**config.mk**
```make
export PLATFORM = sky130hd
export DESIGN_NAME = acf_top
export DESIGN_NICKNAME = d
export VERILOG_FILES = /design/src/core/acf_pkg.sv /design/src/core/acf_buffer.sv /design/src/core/acf_sync.sv /design/src/core/acf_top.sv
export SDC_FILE = /design/constraint.sdc
export NUM_CORES = 1
export LEC_CHECK = 0
export ABC_AREA = 1
export BUFFER_PORTS_ARGS = -buffer_cell sky130_fd_sc_hd__buf_4
export CAP_MARGIN = 20
export CORE_ASPECT_RATIO = 1.1
export CORE_MARGIN = 2
export CORE_UTILIZATION = 50
export CTS_BUF_LIST = sky130_fd_sc_hd__clkbuf_8
export CTS_CLUSTER_SIZE = 30
export DETAILED_ROUTE_END_ITERATION = 10
export HOLD_SLACK_MARGIN = 0.06
export PLACE_DENSITY = 0.83
export SYNTH_ARGS = -nofsm -noshare
export SYNTH_HDL_FRONTEND = slang
export SYNTH_HIERARCHICAL = 1
export SYNTH_SLANG_ARGS = --single-unit
```
**constraint.sdc**
```tcl
create_clock -name clk_i -period 2 [get_ports clk_i]
set_input_delay 0.4 -clock clk_i [delete_from_list [all_inputs] [get_ports clk_i]]
set_output_delay 0.4 -clock clk_i [all_outputs]
set_load 0.02 [all_outputs]
```
**src/core/acf_pkg.sv**
```systemverilog
package acf_pkg;

  // Sample word layout
  localparam int WORD_WIDTH = 10;
  localparam int LOW_BITS = 9;
  localparam int MSB_POS = 9;
  localparam logic [8:0] PATTERN_LOW = 9'h155;

  // Register bus layout
  localparam int ADDR_WIDTH = 8;
  localparam logic [7:0] CTRL_OFFSET = 8'h00;
  localparam logic [7:0] STAT_OFFSET = 8'h04;
  localparam logic [7:0] WORD_OFFSET = 8'h08;

  // Control register fields and reset value
  localparam int CTRL_LOW_INVERT_POS = 0;
  localparam int CTRL_MSB_INVERT_POS = 1;
  localparam int CTRL_PSEL_POS = 2;
  localparam logic [2:0] CTRL_RESET = 3'h4;

  // Status register fields
  localparam int STAT_START_POS = 0;
  localparam int STAT_PER_POS = 1;
  localparam int STAT_CALD_POS = 2;
  localparam int STAT_STBY_POS = 3;
  localparam int STAT_FREEZE_POS = 4;

  // Calibration timing in sample clocks
  localparam int STARTUP_CYCLES_DEF = 33000;
  localparam logic [3:0] PER_BUSY_LAST = 4'h4;
  localparam logic [3:0] FREEZE_FIRST = 4'h8;
  localparam logic [3:0] PER_LAST = 4'hb;

  // Pin synchroniser reset levels: restart, enable_n, output_enable_n, cal
  localparam logic [3:0] PIN_RESET = 4'h6;

  typedef enum logic [1:0] {
    CAL_NEVER,
    CAL_RUN,
    CAL_DONE
  } acf_cal_state_type;

endpackage

```
**src/core/acf_buffer.sv**
```systemverilog
`timescale 1ns/10ps
module acf_buffer import acf_pkg::*; #(
  parameter int WIDTH = 12,
  parameter int DEPTH = 2
) (
  input wire logic clk_i,
  input wire logic rst_i,
  input wire logic in_valid_i,
  output logic in_ready_o,
  input wire logic [WIDTH-1:0] in_data_i,
  output logic out_valid_o,
  input wire logic out_ready_i,
  output logic [WIDTH-1:0] out_data_o
);

  localparam int PTR_W = (DEPTH > 1) ? $clog2(DEPTH) : 1;
  localparam int CNT_W = $clog2(DEPTH + 1);

  typedef struct packed {
    logic [DEPTH-1:0][WIDTH-1:0] mem;
    logic [PTR_W-1:0] wr_ptr;
    logic [PTR_W-1:0] rd_ptr;
    logic [CNT_W-1:0] count;
  } acf_buf_state_type;

  acf_buf_state_type st_q;
  acf_buf_state_type st_d;
  logic push;
  logic pop;

  // Honest flags: full stalls the writer, empty hides data
  assign in_ready_o = (st_q.count != CNT_W'(DEPTH));
  assign out_valid_o = (st_q.count != '0);
  assign out_data_o = st_q.mem[st_q.rd_ptr];
  assign push = in_valid_i & in_ready_o;
  assign pop = out_valid_o & out_ready_i;

  // Circular pointers, count tracks occupancy
  always_comb begin
    st_d = st_q;
    if (push) begin
      st_d.mem[st_q.wr_ptr] = in_data_i;
      st_d.wr_ptr = (st_q.wr_ptr == PTR_W'(DEPTH - 1)) ? '0 : st_q.wr_ptr + 1'b1;
    end
    if (pop) begin
      st_d.rd_ptr = (st_q.rd_ptr == PTR_W'(DEPTH - 1)) ? '0 : st_q.rd_ptr + 1'b1;
    end
    if (push && !pop) begin
      st_d.count = st_q.count + 1'b1;
    end else if (pop && !push) begin
      st_d.count = st_q.count - 1'b1;
    end
  end

  always_ff @(posedge clk_i) begin
    if (rst_i) begin
      st_q <= '0;
    end else begin
      st_q <= st_d;
    end
  end

endmodule

```
**src/core/acf_sync.sv**
```systemverilog
`timescale 1ns/10ps
module acf_sync import acf_pkg::*; #(
  parameter int WIDTH = 4,
  parameter logic [WIDTH-1:0] RESET_VAL = '0
) (
  input wire logic clk_i,
  input wire logic rst_i,
  input wire logic [WIDTH-1:0] async_i,
  output logic [WIDTH-1:0] sync_o
);

  typedef struct packed {
    logic [WIDTH-1:0] s1;
    logic [WIDTH-1:0] s2;
  } acf_sync_state_type;

  acf_sync_state_type st_q;
  acf_sync_state_type st_d;

  // Two stages; only the second is visible
  always_comb begin
    st_d = st_q;
    st_d.s1 = async_i;
    st_d.s2 = st_q.s1;
  end

  always_ff @(posedge clk_i) begin
    if (rst_i) begin
      st_q <= {RESET_VAL, RESET_VAL};
    end else begin
      st_q <= st_d;
    end
  end

  assign sync_o = st_q.s2;

endmodule

```
**src/core/acf_top.sv**
```systemverilog
// Summary of operation
// RL1 - Normal mode outputs straight binary conversion code
// RL2 - Invert bits 0-8 and bit 9 separately
// RL3 - Pattern select low gives fixed alternating pattern
// RL4 - Restart rise or enable fall starts calibration
// RL5 - Startup calibration lasts about 33000 clocks, unusable
// RL6 - Host triggers calibration only after supplies settle
// RL7 - Never calibrated: only upper five bits trusted
// RL8 - Calibration pulse fall seen on clock edge
// RL9 - Comparator busy four clocks, no conversions
// RL10 - Seven clocks later, previous word held four clocks
// RL11 - Host pulses calibration input at regular intervals
// RL12 - Host derives calibration pulse from sync signal
// RL13 - Enable low active, high standby
// RL14 - Output enable low drives data, high releases
// RL15 - Calibration pulse during calibration is ignored
//
// Decided for this implementation: register access over Wishbone and the register offsets.
`timescale 1ns/10ps
module acf_top import acf_pkg::*; #(
  parameter int STARTUP_CYCLES = STARTUP_CYCLES_DEF
) (
  input wire logic clk_i,
  input wire logic rst_i,
  // Wishbone slave
  input wire logic wb_cyc_i,
  input wire logic wb_stb_i,
  input wire logic wb_we_i,
  input wire logic [ADDR_WIDTH-1:0] wb_adr_i,
  input wire logic [3:0] wb_sel_i,
  input wire logic [31:0] wb_dat_i,
  output logic [31:0] wb_dat_o,
  output logic wb_ack_o,
  // Device pins, asynchronous
  input wire logic cal_restart_i,
  input wire logic chip_enable_n_i,
  input wire logic output_enable_n_i,
  input wire logic cal_pulse_i,
  // Raw conversion results, same clock
  input wire logic conv_valid_i,
  input wire logic [WORD_WIDTH-1:0] conv_code_i,
  output logic conv_ready_o,
  output logic comparator_busy_o,
  // Formatted sample stream
  output logic [WORD_WIDTH-1:0] sample_word_out_o,
  output logic sample_word_oe_o,
  output logic sample_valid_o,
  input wire logic sample_ready_i,
  output logic sample_unusable_o,
  output logic sample_low_unreliable_o
);

  localparam int CNT_W = $clog2(STARTUP_CYCLES + 1);
  localparam int BUF_W = WORD_WIDTH + 2;

  typedef struct packed {
    acf_cal_state_type cal_st;
    logic [CNT_W-1:0] cal_cnt;
    logic [3:0] per_cnt;
    logic restart_prev;
    logic ce_n_prev;
    logic cal_prev;
    logic [2:0] ctrl;
    logic [WORD_WIDTH-1:0] last_word;
    logic ack;
    logic [31:0] rdata;
  } acf_top_state_type;

  acf_top_state_type st_q;
  acf_top_state_type st_d;

  logic [3:0] pins_s;
  logic restart_s;
  logic ce_n_s;
  logic oe_n_s;
  logic cal_s;
  logic active;
  logic startup_trig;
  logic cal_fall;
  logic per_start;
  logic comp_busy;
  logic freeze;
  logic buf_ready;
  logic push;
  logic conv_fire;
  logic [WORD_WIDTH-1:0] fmt_word;
  logic [WORD_WIDTH-1:0] push_word;
  logic [BUF_W-1:0] buf_out;
  logic wb_req;
  logic [31:0] rd_mux;

  // All pins cross into the sample clock before use
  acf_sync #(
    .WIDTH(4),
    .RESET_VAL(PIN_RESET)
  ) u_sync (
    .clk_i(clk_i),
    .rst_i(rst_i),
    .async_i({cal_restart_i, chip_enable_n_i, output_enable_n_i, cal_pulse_i}),
    .sync_o(pins_s)
  );

  assign restart_s = pins_s[3];
  assign ce_n_s = pins_s[2];
  assign oe_n_s = pins_s[1];
  assign cal_s = pins_s[0];

  // RL13 - standby gating
  assign active = ~ce_n_s;

  // RL4 - startup triggers
  assign startup_trig = (restart_s & ~st_q.restart_prev) | (~ce_n_s & st_q.ce_n_prev);

  // RL8 - high then low on consecutive edges
  assign cal_fall = st_q.cal_prev & ~cal_s;

  // RL15 - ignored while any calibration runs
  assign per_start = cal_fall & active & (st_q.per_cnt == '0) & (st_q.cal_st != CAL_RUN) & ~startup_trig;

  // RL9 - comparator taken for four clocks
  assign comp_busy = (st_q.per_cnt != '0) && (st_q.per_cnt <= PER_BUSY_LAST);

  // RL10 - hold window starts seven clocks after detection
  assign freeze = (st_q.per_cnt >= FREEZE_FIRST);

  // RL1 RL2 RL3 - output coding, inversion and test pattern
  always_comb begin
    if (!st_q.ctrl[CTRL_PSEL_POS]) begin
      fmt_word = {st_q.ctrl[CTRL_MSB_INVERT_POS], PATTERN_LOW ^ {LOW_BITS{st_q.ctrl[CTRL_LOW_INVERT_POS]}}};
    end else begin
      fmt_word = {conv_code_i[MSB_POS] ^ st_q.ctrl[CTRL_MSB_INVERT_POS],
                  conv_code_i[LOW_BITS-1:0] ^ {LOW_BITS{st_q.ctrl[CTRL_LOW_INVERT_POS]}}};
    end
  end

  // Samples arriving during a busy or hold clock are lost
  assign conv_ready_o = active & ~comp_busy & ~freeze & buf_ready;
  assign conv_fire = conv_valid_i & conv_ready_o;

  // RL10 - repeat previous word during hold
  assign push = freeze ? (active & buf_ready) : conv_fire;
  assign push_word = freeze ? st_q.last_word : fmt_word;

  // Two-entry buffer absorbs a receiver stall
  acf_buffer #(
    .WIDTH(BUF_W),
    .DEPTH(2)
  ) u_buffer (
    .clk_i(clk_i),
    .rst_i(rst_i),
    .in_valid_i(push),
    .in_ready_o(buf_ready),
    // RL5 RL7 - quality flags travel with each word
    .in_data_i({st_q.cal_st == CAL_RUN, st_q.cal_st == CAL_NEVER, push_word}),
    .out_valid_o(sample_valid_o),
    .out_ready_i(sample_ready_i),
    .out_data_o(buf_out)
  );

  assign sample_word_out_o = buf_out[WORD_WIDTH-1:0];
  assign sample_low_unreliable_o = buf_out[WORD_WIDTH];
  assign sample_unusable_o = buf_out[WORD_WIDTH+1];
  // RL14 - drive only while output enable low
  assign sample_word_oe_o = ~oe_n_s;
  assign comparator_busy_o = comp_busy;

  // Register read mux; unmapped reads give zero
  assign wb_req = wb_cyc_i & wb_stb_i & ~st_q.ack;
  always_comb begin
    rd_mux = '0;
    unique case (wb_adr_i)
      CTRL_OFFSET: rd_mux[2:0] = st_q.ctrl;
      STAT_OFFSET: begin
        rd_mux[STAT_START_POS] = (st_q.cal_st == CAL_RUN);
        rd_mux[STAT_PER_POS] = (st_q.per_cnt != '0);
        rd_mux[STAT_CALD_POS] = (st_q.cal_st == CAL_DONE);
        rd_mux[STAT_STBY_POS] = ce_n_s;
        rd_mux[STAT_FREEZE_POS] = freeze;
      end
      WORD_OFFSET: rd_mux[WORD_WIDTH-1:0] = st_q.last_word;
      default: rd_mux = '0;
    endcase
  end

  // Next-state logic
  always_comb begin
    st_d = st_q;
    st_d.restart_prev = restart_s;
    st_d.ce_n_prev = ce_n_s;
    st_d.cal_prev = cal_s;
    st_d.ack = wb_req;
    if (wb_req) begin
      st_d.rdata = rd_mux;
    end
    if (wb_req && wb_we_i && wb_sel_i[0] && (wb_adr_i == CTRL_OFFSET)) begin
      st_d.ctrl = wb_dat_i[2:0];
    end
    // RL4 RL5 - startup calibration counter, retrigger restarts it
    if (startup_trig) begin
      st_d.cal_st = CAL_RUN;
      st_d.cal_cnt = CNT_W'(STARTUP_CYCLES - 1);
    end else if (st_q.cal_st == CAL_RUN) begin
      if (st_q.cal_cnt == '0) begin
        st_d.cal_st = CAL_DONE;
      end else begin
        st_d.cal_cnt = st_q.cal_cnt - 1'b1;
      end
    end
    // RL8 RL9 RL10 - periodic calibration sequence
    if (per_start) begin
      st_d.per_cnt = 4'h1;
    end else if (st_q.per_cnt == PER_LAST) begin
      st_d.per_cnt = '0;
    end else if (st_q.per_cnt != '0) begin
      st_d.per_cnt = st_q.per_cnt + 4'h1;
    end
    if (push) begin
      st_d.last_word = push_word;
    end
  end

  always_ff @(posedge clk_i) begin
    if (rst_i) begin
      st_q <= '{cal_st: CAL_NEVER, ctrl: CTRL_RESET, restart_prev: 1'b0, ce_n_prev: 1'b1, default: '0};
    end else begin
      st_q <= st_d;
    end
  end

  assign wb_ack_o = st_q.ack;
  assign wb_dat_o = st_q.rdata;
endmodule
```
Word level (Yosys, flattened, before mapping)
Cells that the tools add are included.

storage, ports and cells
  flip-flop bits (word level) = 85
  latch bits = 0
  memory bits (writable) = 0
  memory bits (read-only) = 0
  input port bits = 65
  output and inout bits = 49
  memories kept = 0

cells by class
  add/subtract/negate cells = 6
  multipliers = 0
  div/mod/pow operators = 0
  order comparisons = 5
  equal/unequal tests = 8
  shifts and indexed selects = 0
  multiplexer cells = 22
  bitwise gates (word level) = 29
  reduce and logical (&&, ||, !) cells = 25

operator list
  cell                                                                   number
  12-bit 2-to-1 mux                                                      3
  17-bit 2-to-1 mux                                                      2
  24-bit bitwise mux                                                     1
  10-bit 2-to-1 mux                                                      2
  1-bit AND                                                              16
  16-bit zero test                                                       1
  16-bit 2-to-1 mux                                                      1
  16-bit by 1-bit subtractor with 16-bit output, second input constant   1
  12-bit demux with 1-bit select                                         1
  1-bit NOT                                                              9
  3-bit case mux with 3 select lines                                     1
  9-bit XOR                                                              1
  8-bit by 3-bit equality test with 1-bit output, second input constant  1
  8-bit by 4-bit equality test with 1-bit output, second input constant  1
  8-bit zero test                                                        1
  2-bit AND reduction                                                    4
  2-bit nonzero test                                                     4
  1-bit logical AND                                                      7
  1-bit 2-to-1 mux                                                       7
  5-bit 2-to-1 mux                                                       1
  5-bit NOT                                                              1
  4-bit by 1-bit adder with 4-bit output, second input constant          1
  4-bit equality test, second input constant                             1
  4-bit greater-or-equal comparator, second input constant               1
  21 further kinds                                                       26

Depth between registers and ports, before layout
Gate-level depths: netlist of run 1.

  depth in word-level cells = 13
  gate-level depth with buffers = 16
  gate-level depth less buffers = 16

By module
The synthesis of run 1 kept the hierarchy.

modules (own cells, without submodules)
  module      times used  cells each  area an instance (um2)  sequential area each (um2)
  acf_top     1           458         3040.4                  980.9
  acf_buffer  1           211         1353.8                  560.5
  acf_sync    1           25          224.0                   160.2

Worst setup path before layout of run 1
No wires, ideal clock.

  path kind = reg-to-output
  from = register st_q[49] in the netlist's numbering
  to = output port conv_ready_o
  arrival time = 1.413 ns
  data required time = 1.600 ns
  path slack = 0.187 ns
  cell stages (with the launch flop) = 8
  cell sequence = dfxtp_1 -> inv_1 -> ha_1 -> nand2_1 -> o21ai_0 -> nand2_1 -> inv_1 -> nor3_1

between the ends
  longest elaborated chain between the ends = 6
  elaborated cells between the ends (all ways) = 9

RTL lines
  element                                                                               line            text
  start, declared                                                                       acf_top.sv:69   acf_top_state_type st_q;
  start signal, assigned                                                                acf_top.sv:226  st_q <= st_d;
  4-bit by 3-bit <= comparator with 1-bit output or 4-bit nonzero test (tied branches)  acf_top.sv:121  assign comp_busy = (st_q.per_cnt != '0) && (st_q.per_cnt <= PER_BUSY_LAST);
  1-bit logical AND (*)                                                                 acf_top.sv:121
  net comparator_busy_o                                                                 acf_top.sv:43   output logic comparator_busy_o,
  1-bit NOT (*)                                                                         acf_top.sv:137  assign conv_ready_o = active & ~comp_busy & ~freeze & buf_ready;
  1-bit AND (*) (3 in series)                                                           acf_top.sv:137
  end, declared                                                                         acf_top.sv:42   output logic conv_ready_o,

The timed path passes the listed nets; every way through them passes the cells marked *.

Worst setup path after layout of run 1
  from = register st_q[50] in the netlist's numbering
  to = register u_buffer/st_q[1] in the netlist's numbering

between the ends
  longest elaborated chain between the ends = 12
  elaborated cells between the ends (all ways) = 17

RTL lines
  element                                                                               line              text
  4-bit by 3-bit <= comparator with 1-bit output or 4-bit nonzero test (tied branches)  acf_top.sv:121
  1-bit logical AND                                                                     acf_top.sv:121
  1-bit NOT                                                                             acf_top.sv:137
  1-bit AND (3 in series)                                                               acf_top.sv:137
  1-bit AND                                                                             acf_top.sv:138    assign conv_fire = conv_valid_i & conv_ready_o;
  1-bit 2-to-1 mux (*)                                                                  acf_top.sv:141    assign push = freeze ? (active & buf_ready) : conv_fire;
  net push                                                                              acf_top.sv:84     logic push;
  1-bit AND (*)                                                                         acf_buffer.sv:35  assign push = in_valid_i & in_ready_o;
  net u_buffer.push                                                                     acf_buffer.sv:28  logic push;
  1-bit zero test                                                                       acf_buffer.sv:50  end else if (pop && !push) begin
  1-bit logical AND                                                                     acf_buffer.sv:50
  2-bit nonzero test (no line)                                                          --
  end signal, assigned                                                                  acf_buffer.sv:59  st_q <= st_d;
  end, declared                                                                         acf_buffer.sv:26  acf_buf_state_type st_q;

Marks and branches as above.
A chain may end at the register's enable or synchronous reset.

==> summary.txt, run 1 <==
Global route
  – Largest net degree at the start of global routing: 28
  – Initial antenna violation count: 0
  – Gr ovfl total: 0
  – Vias in the first global route: 3861
  – Global-route wire length before repair: 16900 um
  – Total track usage: 20.9%

Timing
  – Final setup skew: 0.0135 ns
  – Fin crit share: 94.3%
  – Slew Viols, Final: 0
  – Slew margin rel.: 62.2%
  – Setup violations, final: 0
  – Setup_tns: 0 ns
  – Least-Margin Pin Slew: 0.561 ns
  – WHS: 0.220 ns
  – F_max: 530 MHz
  – Hold Violations, Final: 0
  – Fin crit period: 1.89 ns

Clocking
  – Root Buffer: clkbuf_8
  – Clock buffer count from CTS: 9
  – Clk_lat worst skew: 0.36 ns
  – H-tree depth: 3
  – CTS tree: done
  – Clock Pin Slew Worst Setup and Hold Paths: 0.09 ns
  – Number of hold buffers added after CTS: 0
  – Clk buf depth: 2
  – Sink Count: 85

Setup path
  – Setup crit start kind: register
  – Worst-path cell chain: inv_2 -> ha_4 -> nand2_4 -> o21ai_2 -> nand2_2 -> buf_4 -> nand2_1 -> inv_2 -> nand2_1 -> inv_1 -> ha_1 -> inv_1 -> nand3_1 -> nand2_1 -> inv_1 -> nor2_1
  – Crit end category: register
  – CP arrival: 2.18 ns
  – CP max FO: 3
  – Worst path slowest cell: dfxtp_2
  – Worst Path Class, Setup: reg2reg
  – Required time worst endpoint: 2.30 ns
  – CP max stage delay: 0.33 ns

Place
  – DP HPWL: 7240 um
  – IO Port Bufs: 59
  – Placed cell count: 842
  – Dpl cell area: 0.00496 mm2
  – RePlAce Congestion: 0.881

Logic synthesis
  – Ys async rst share: 0%
  – Cell Area, Synth: 0.00462 mm2
  – Yosys warnings: 6
  – Most common cell in the netlist: nand2_1
  – Top cell type by total area after synthesis: dfxtp_1
  – Synth unique cells: 36
  – Syn_area_per_cell: 6.65 um2
  – Synthesized instance count: 694
  – #FFs+latches synth: 85
  – Sequential element share of the synthesized area: 36.8%
  – Synth top area share: 36.8%
  – Synth top cells by count: nand2_1, nor2_1, inv_1
  – Number of enable flip-flop cells after synthesis: 0
  – Ranking of synthesized cells by area: dfxtp_1, nand2_1, nor2_1
  – Ys flop type: dfxtp_1

Detailed routing
  – Post-Route WL: 10000 um
  – Routed length per placed instance: 11.6 um
  – ANT nets after route: 0
  – Vias: 4165
  – Initial DRC count: 192
  – # DRC: 0
  – DRT Pass-1 Iters: 4
  – Drt via density: 4.81

Power
  – Sw frac: 35.0%
  – Clock power frac: 26.1%
  – Internal: 2.69 mW
  – Combinational Power Share: 28.6%
  – Worst vdd ir: 0.484 mV
  – Reg power frac: 45.3%
  – Leakage power: 2.62 nW
  – Sw power: 1.44 mW
  – Pwr dens: 788 mW/mm2

Final layout
  – Post-route core utilization: 58.8%
  – Nets: 817
  – Layout cell share with drive strength beyond 1: 17.8%
  – Syn-to-layout area delta: 13.6%
  – Fin cells: 866
  – Antenna diodes: 0
  – Reg area: 0.00171 mm2
  – Fill cells: 829
  – Area of the multi-input gates: 0.00226 mm2
  – Design area: 0.00525 mm2

Floorplan
  – Die area: 0.0100 mm2
  – Die Y: 105 um
  – Core ar.: 0.00892 mm2
  – Starting Density: 51.8%
  – Chip width: 95.6 um
  – Core Rows: 36
  – I/O pin total: 114

Flow run
  – Max-capacitance violation count: 0

Outcome
  – Status: finished, final reports clean

Min path
  – Worst hold path class: in2reg
-- stage by stage --
step           worst slack, ns  power, mW
2_1_floorplan            0.187       2.71
4_1_cts                 0.0112       4.10
5_1_grt                -0.0180       4.38
3_3_place_gp             0.167       2.90
3_5_place_dp           0.00422       2.95
6_report                 0.115       4.13
-- final timing paths --
| path | startpoint | cells after the start | slack (ns) | end |
|---|---|---|---|---|
| setup / recovery | st_q[50] | 16 | 0.11 | u_buffer/st_q[1] |
| hold / removal | chip_enable_n_i | 3 | 0.22 | u_sync/st_d[2] |
| setup reg to reg | st_q[50] | 16 | 0.11 | u_buffer/st_q[1] |
| hold reg to reg | u_sync/st_d[0] | 2 | 0.40 | u_sync/sync_o[0] |
-- repair_timing --
item | CTS | global route
setup buffers | 4 | 4
pin swaps | 4 | 1
setup endpoints to repair | 2 | 3
endpoints found under the hold margin | 0 | 0
gates resized for setup | 13 | 6
-- worst max-delay path, delay by kind of cell (launching register included) --
kind	cells	cell delay, ns
and+or+nand+nor	7	0.51
adders and majority gates	2	0.47
buffers and inverters	6	0.44
DFF	1	0.33
AOI/OAI and AO/OA	1	0.06
-- cell families after synthesis --
| group | after synthesis | synth area share, % |
|---|---|---|
| xor gates and xnor gates | 13 | 2.47 |
| other | 1 | 0.0812 |
| and+or+nand+nor | 358 | 34.1 |
| buffers and inverters | 159 | 16.9 |
| adders and majority gates | 5 | 1.35 |
| AOI/OAI and AO/OA | 73 | 8.34 |
| DFF | 85 | 36.8 |
-- layer usage --
| metal | part of all wire [%] | wire (um) | global-route usage, % |
|---|---|---|---|
| met5 | 0 | 0 | 0 |
| met1 | 44 | 4390 | 26.6 |
| met4 | 1.6 | 158 | 5.71 |
| met3 | 5.4 | 545 | 5.34 |
| met2 | 49 | 4950 | 34.8 |
-- cell usage in the layout (no fill, tap or decap), types with 3 or more instances in the layout --
| cell type | instances |
|---|---|
| nand2_1 | 168 |
| nor2_1 | 118 |
| inv_1 | 88 |
| dfxtp_1 | 82 |
| buf_4 | 73 |
| o21ai_0 | 37 |
| nand3_1 | 37 |
| a21oi_1 | 24 |
| conb_1 | 22 |
| inv_2 | 13 |
| xor2_1 | 13 |
| clkbuf_8 | 9 |
| nand4_1 | 8 |
| o21ai_1 | 5 |
| nand3_4 | 4 |
| nand3_2 | 4 |
| clkinv_1 | 4 |
| ha_1 | 4 |
| nand2_2 | 3 |
| nor3_1 | 3 |
| clkinv_2 | 3 |
-- area by class of cell --
cell class                 instances  area share (%)
tap                              114            2.72
clock inverter                     7           0.835
multi-input combinational        471            43.1
clock buffer                       9            2.36
inverter                         106            7.73
sequential                        85            32.6
timing repair buffer              74            10.7
-- state kept, by name, indices dropped and copies added, names as in the netlist --
signal	count
st_q	38
u_buffer/st_q	28
wb_dat_o	10
u_sync/st_d	4
u_sync/sync_o	4
wb_ack_o	1
-- power groups by stage --
stage	Combinational (mW)	Clock [mW]	Sequential, mW
after global placement	1.00	0	1.90
after global routing	1.31	1.18	1.88
after CTS	1.13	1.10	1.87
after floorplan	0.820	0	1.89
after detailed placement	1.04	0	1.91
final	1.18	1.08	1.87
Note: power is estimated with default switching activity, not from simulation.
==> inputs of run 2 (changes only) <==
--- a/config.mk
+++ b/config.mk
@@ -5,7 +5,7 @@
 export SDC_FILE = /design/constraint.sdc
 export NUM_CORES = 1
 export LEC_CHECK = 0
-export ABC_AREA = 1
+export ABC_AREA = 0
 export BUFFER_PORTS_ARGS = -buffer_cell sky130_fd_sc_hd__buf_4
 export CAP_MARGIN = 20
 export CORE_ASPECT_RATIO = 1.1
==> summary.txt, run 2 <==
Outcome
  – Status: finished, final reports clean

Setup path
  – CP max FO: 6 (+3)
  – CP arrival: 2.18 ns (about the same)
  – Worst path slowest cell: nor4_2
  – Buf+Inv Stages, Crit Path: 0 (-6)
  – Crit end category: register
  – Worst-path cell chain: nor4_2 -> nand4_1 -> o2111a_1 -> a2111oi_1
  – Crit-path leading delay family: simple AND/OR/NAND/NOR gates
  – Setup crit start kind: register
  – Reg2reg start: st_q[58]
  – Worst Path Class, Setup: reg2reg
  – Required time worst endpoint: 2.22 ns (-0.08 ns)
  – Crit. Startpoint: st_q[58]
  – CP max stage delay: 0.42 ns (+0.09 ns)

Detailed routing
  – Post-Route WL: 9950 um (-0.86%)
  – Vias: 3726 (-11%)
  – # DRC: 0 (unchanged)
  – ANT nets after route: 0 (unchanged)
  – DRT Pass-1 Iters: 4 (unchanged)
  – Drt via density: 5.48 (+14%)
  – Routed length per placed instance: 14.6 um (+26%)
  – Initial DRC count: 143 (-26%)

Final layout
  – Fin cells: 680 (-21%)
  – Design area: 0.00528 mm2 (+0.62%)
  – Largest Register: st_q
  – Most frequent cells in the layout: buf_4, dfxtp_1, o21ai_0
  – Max FFs per register: 38 (unchanged)
  – Most common cell after layout, fill and taps aside: buf_4
  – Layout cell share with drive strength beyond 1: 27.0% (+9.2 points)
  – Antenna diodes: 0 (unchanged)
  – Nets: 631 (-23%)
  – Fill cells: 767 (-7.5%)
  – Syn-to-layout area delta: 18.5%

Timing
  – RSZ-0062 raised after global routing: true
  – Least-Margin Pin Slew: 0.595 ns (+0.0334 ns)
  – Slew margin rel.: 60.3% (-1.9 points)
  – F_max: 511 MHz (-3.7%)
  – Slew Viols, Final: 0 (unchanged)
  – Hold Violations, Final: 0 (unchanged)
  – Final setup skew: 0.0124 ns (-0.00117 ns)
  – Fin crit share: 97.9% (+3.6 points)
  – Setup violations, final: 0 (unchanged)
  – Fin crit period: 1.96 ns (+0.0729 ns)
  – Final worst slack: 0.0417 ns (-0.0729 ns)
  – WHS: 0.221 ns (+0.000304 ns)

Clocking
  – Clk_lat worst skew: 0.35 ns (about the same)
  – Root Buffer: clkbuf_8
  – Sink Count: 85 (unchanged)
  – CTS tree: done
  – H-tree depth: 3 (unchanged)
  – Clk buf depth: 2 (unchanged)
  – Clock Pin Slew Worst Setup and Hold Paths: 0.09 ns (about the same)
  – Clock buffer count from CTS: 9 (unchanged)

Logic synthesis
  – #FFs+latches synth: 85 (unchanged)
  – Synth unique cells: 61 (+69%)
  – Synthesized instance count: 499 (-28%)
  – Number of enable flip-flop cells after synthesis: 0 (unchanged)
  – Top cell type by total area after synthesis: dfxtp_1
  – Synth top area share: 38.2% (+1.4 points)
  – Ys flop type: dfxtp_1
  – Ys async rst share: 0% (unchanged)
  – Syn_area_per_cell: 8.93 um2 (+34%)
  – Synth top cells by count: dfxtp_1, o21ai_0, nor2_1
  – Yosys warnings: 6 (unchanged)
  – Most common cell in the netlist: dfxtp_1
  – Sequential element share of the synthesized area: 38.2% (+1.4 points)
  – Ranking of synthesized cells by area: dfxtp_1, buf_4, mux2i_1
  – Cell Area, Synth: 0.00445 mm2 (-3.5%)

Min path
  – Hold_sp: output_enable_n_i
  – Worst hold path class: in2reg

Global route
  – Total track usage: 20.8% (-0.15 points)
  – Global-route wire length before repair: 16300 um (-3.9%)
  – Largest net degree at the start of global routing: 78 (+180%)
  – Initial antenna violation count: 0 (unchanged)
  – Vias in the first global route: 3462 (-10%)
  – Gr ovfl total: 0 (unchanged)

Floorplan
  – Chip width: 94.0 um (-1.7%)
  – Core Rows: 36 (unchanged)
  – I/O pin total: 114 (unchanged)
  – Starting Density: 51.0% (-0.81 points)
  – Die Y: 103 um (-1.7%)
  – Die area: 0.00968 mm2 (-3.4%)
  – Core ar.: 0.00874 mm2 (-2.0%)

Place
  – Placed cell count: 659 (-22%)
  – IO Port Bufs: 59 (unchanged)
  – DP HPWL: 7060 um (-2.6%)
  – Pre-CTS WS: -0.0118 ns (-0.0160 ns)
  – Dpl cell area: 0.00499 mm2 (+0.53%)
  – RePlAce Congestion: 0.846 (-4.0%)

Power
  – Leakage power: 2.18 nW (-17%)
  – Pwr dens: 818 mW/mm2 (+3.9%)
  – Total power draw: 4.32 mW (+4.5%)
  – Worst vdd ir: 0.371 mV (-23%)

Flow run
  – Max-capacitance violation count: 0 (unchanged)
==> run 2: report_power, final <==
group / switching, mW / internal, mW / total, mW
clock network: 0.653 / 0.592 / 1.25
registers: 0.0890 / 1.80 / 1.89
logic: 0.648 / 0.538 / 1.19
==> run 2: layer usage <==
layer	vias to the layer above	track usage, %	share of wire [%]
li1	1845	-	-
met1	1777	26.5	45
met2	91	36.0	49
met3	13	3.65	5.0
met4	0	6.47	1.2
met5	-	0	0
==> run 2: timing repair <==
action	in CTS	in global routing
endpoints found under the hold margin	0	0
buffers inserted	3	2
setup endpoints to repair	2	21
hold buffers	0	0
pin swaps	2	1
resized for setup	2	10
==> run 2: worst register-to-register path: cells and delay by family (launching register included) <==
family / cells / cell delay (ns)
compound gates: 2 / 0.72
simple gates: 2 / 0.74
flops: 1 / 0.37
==> run 2: cell type report <==
cell class / instances / area [um2] / area share [%]
clock buffer: 9 / 124 / 2.35
clock inverter: 7 / 80.1 / 1.52
inverter: 15 / 56.3 / 1.07
multi-input combinational: 363 / 2500 / 47.4
sequential: 85 / 1710 / 32.3
tap: 114 / 143 / 2.70
timing repair buffer: 87 / 666 / 12.6
==> run 2: cells by family after synthesis <==
group | after synthesis | synth area share (%)
buffers and inverters | 72 | 9.07
flip-flops | 85 | 38.2
AND/OR/NAND/NOR | 179 | 23.8
XOR/XNOR | 11 | 2.16
multiplexers | 37 | 8.71
adder cells (fa/ha/maj) | 5 | 1.40
AO/OA/AOI/OAI | 109 | 16.6
other | 1 | 0.0842
==> run 2: final timing paths <==
path,end,slack [ns],cells past startpoint
max,st_q[54],0.04,4
min,u_sync/st_d[1],0.22,2
max reg2reg,st_q[54],0.04,4
min reg2reg,u_sync/sync_o[2],0.41,1
==> run 2: through the flow <==
step	utilization, %	setup TNS (ns)
floorplan	-	-0.194
global placement	57.1	0
detailed placement	57.1	-0.0215
CTS	59.7	0
global route	60.4	-0.224
finish	60.4	0
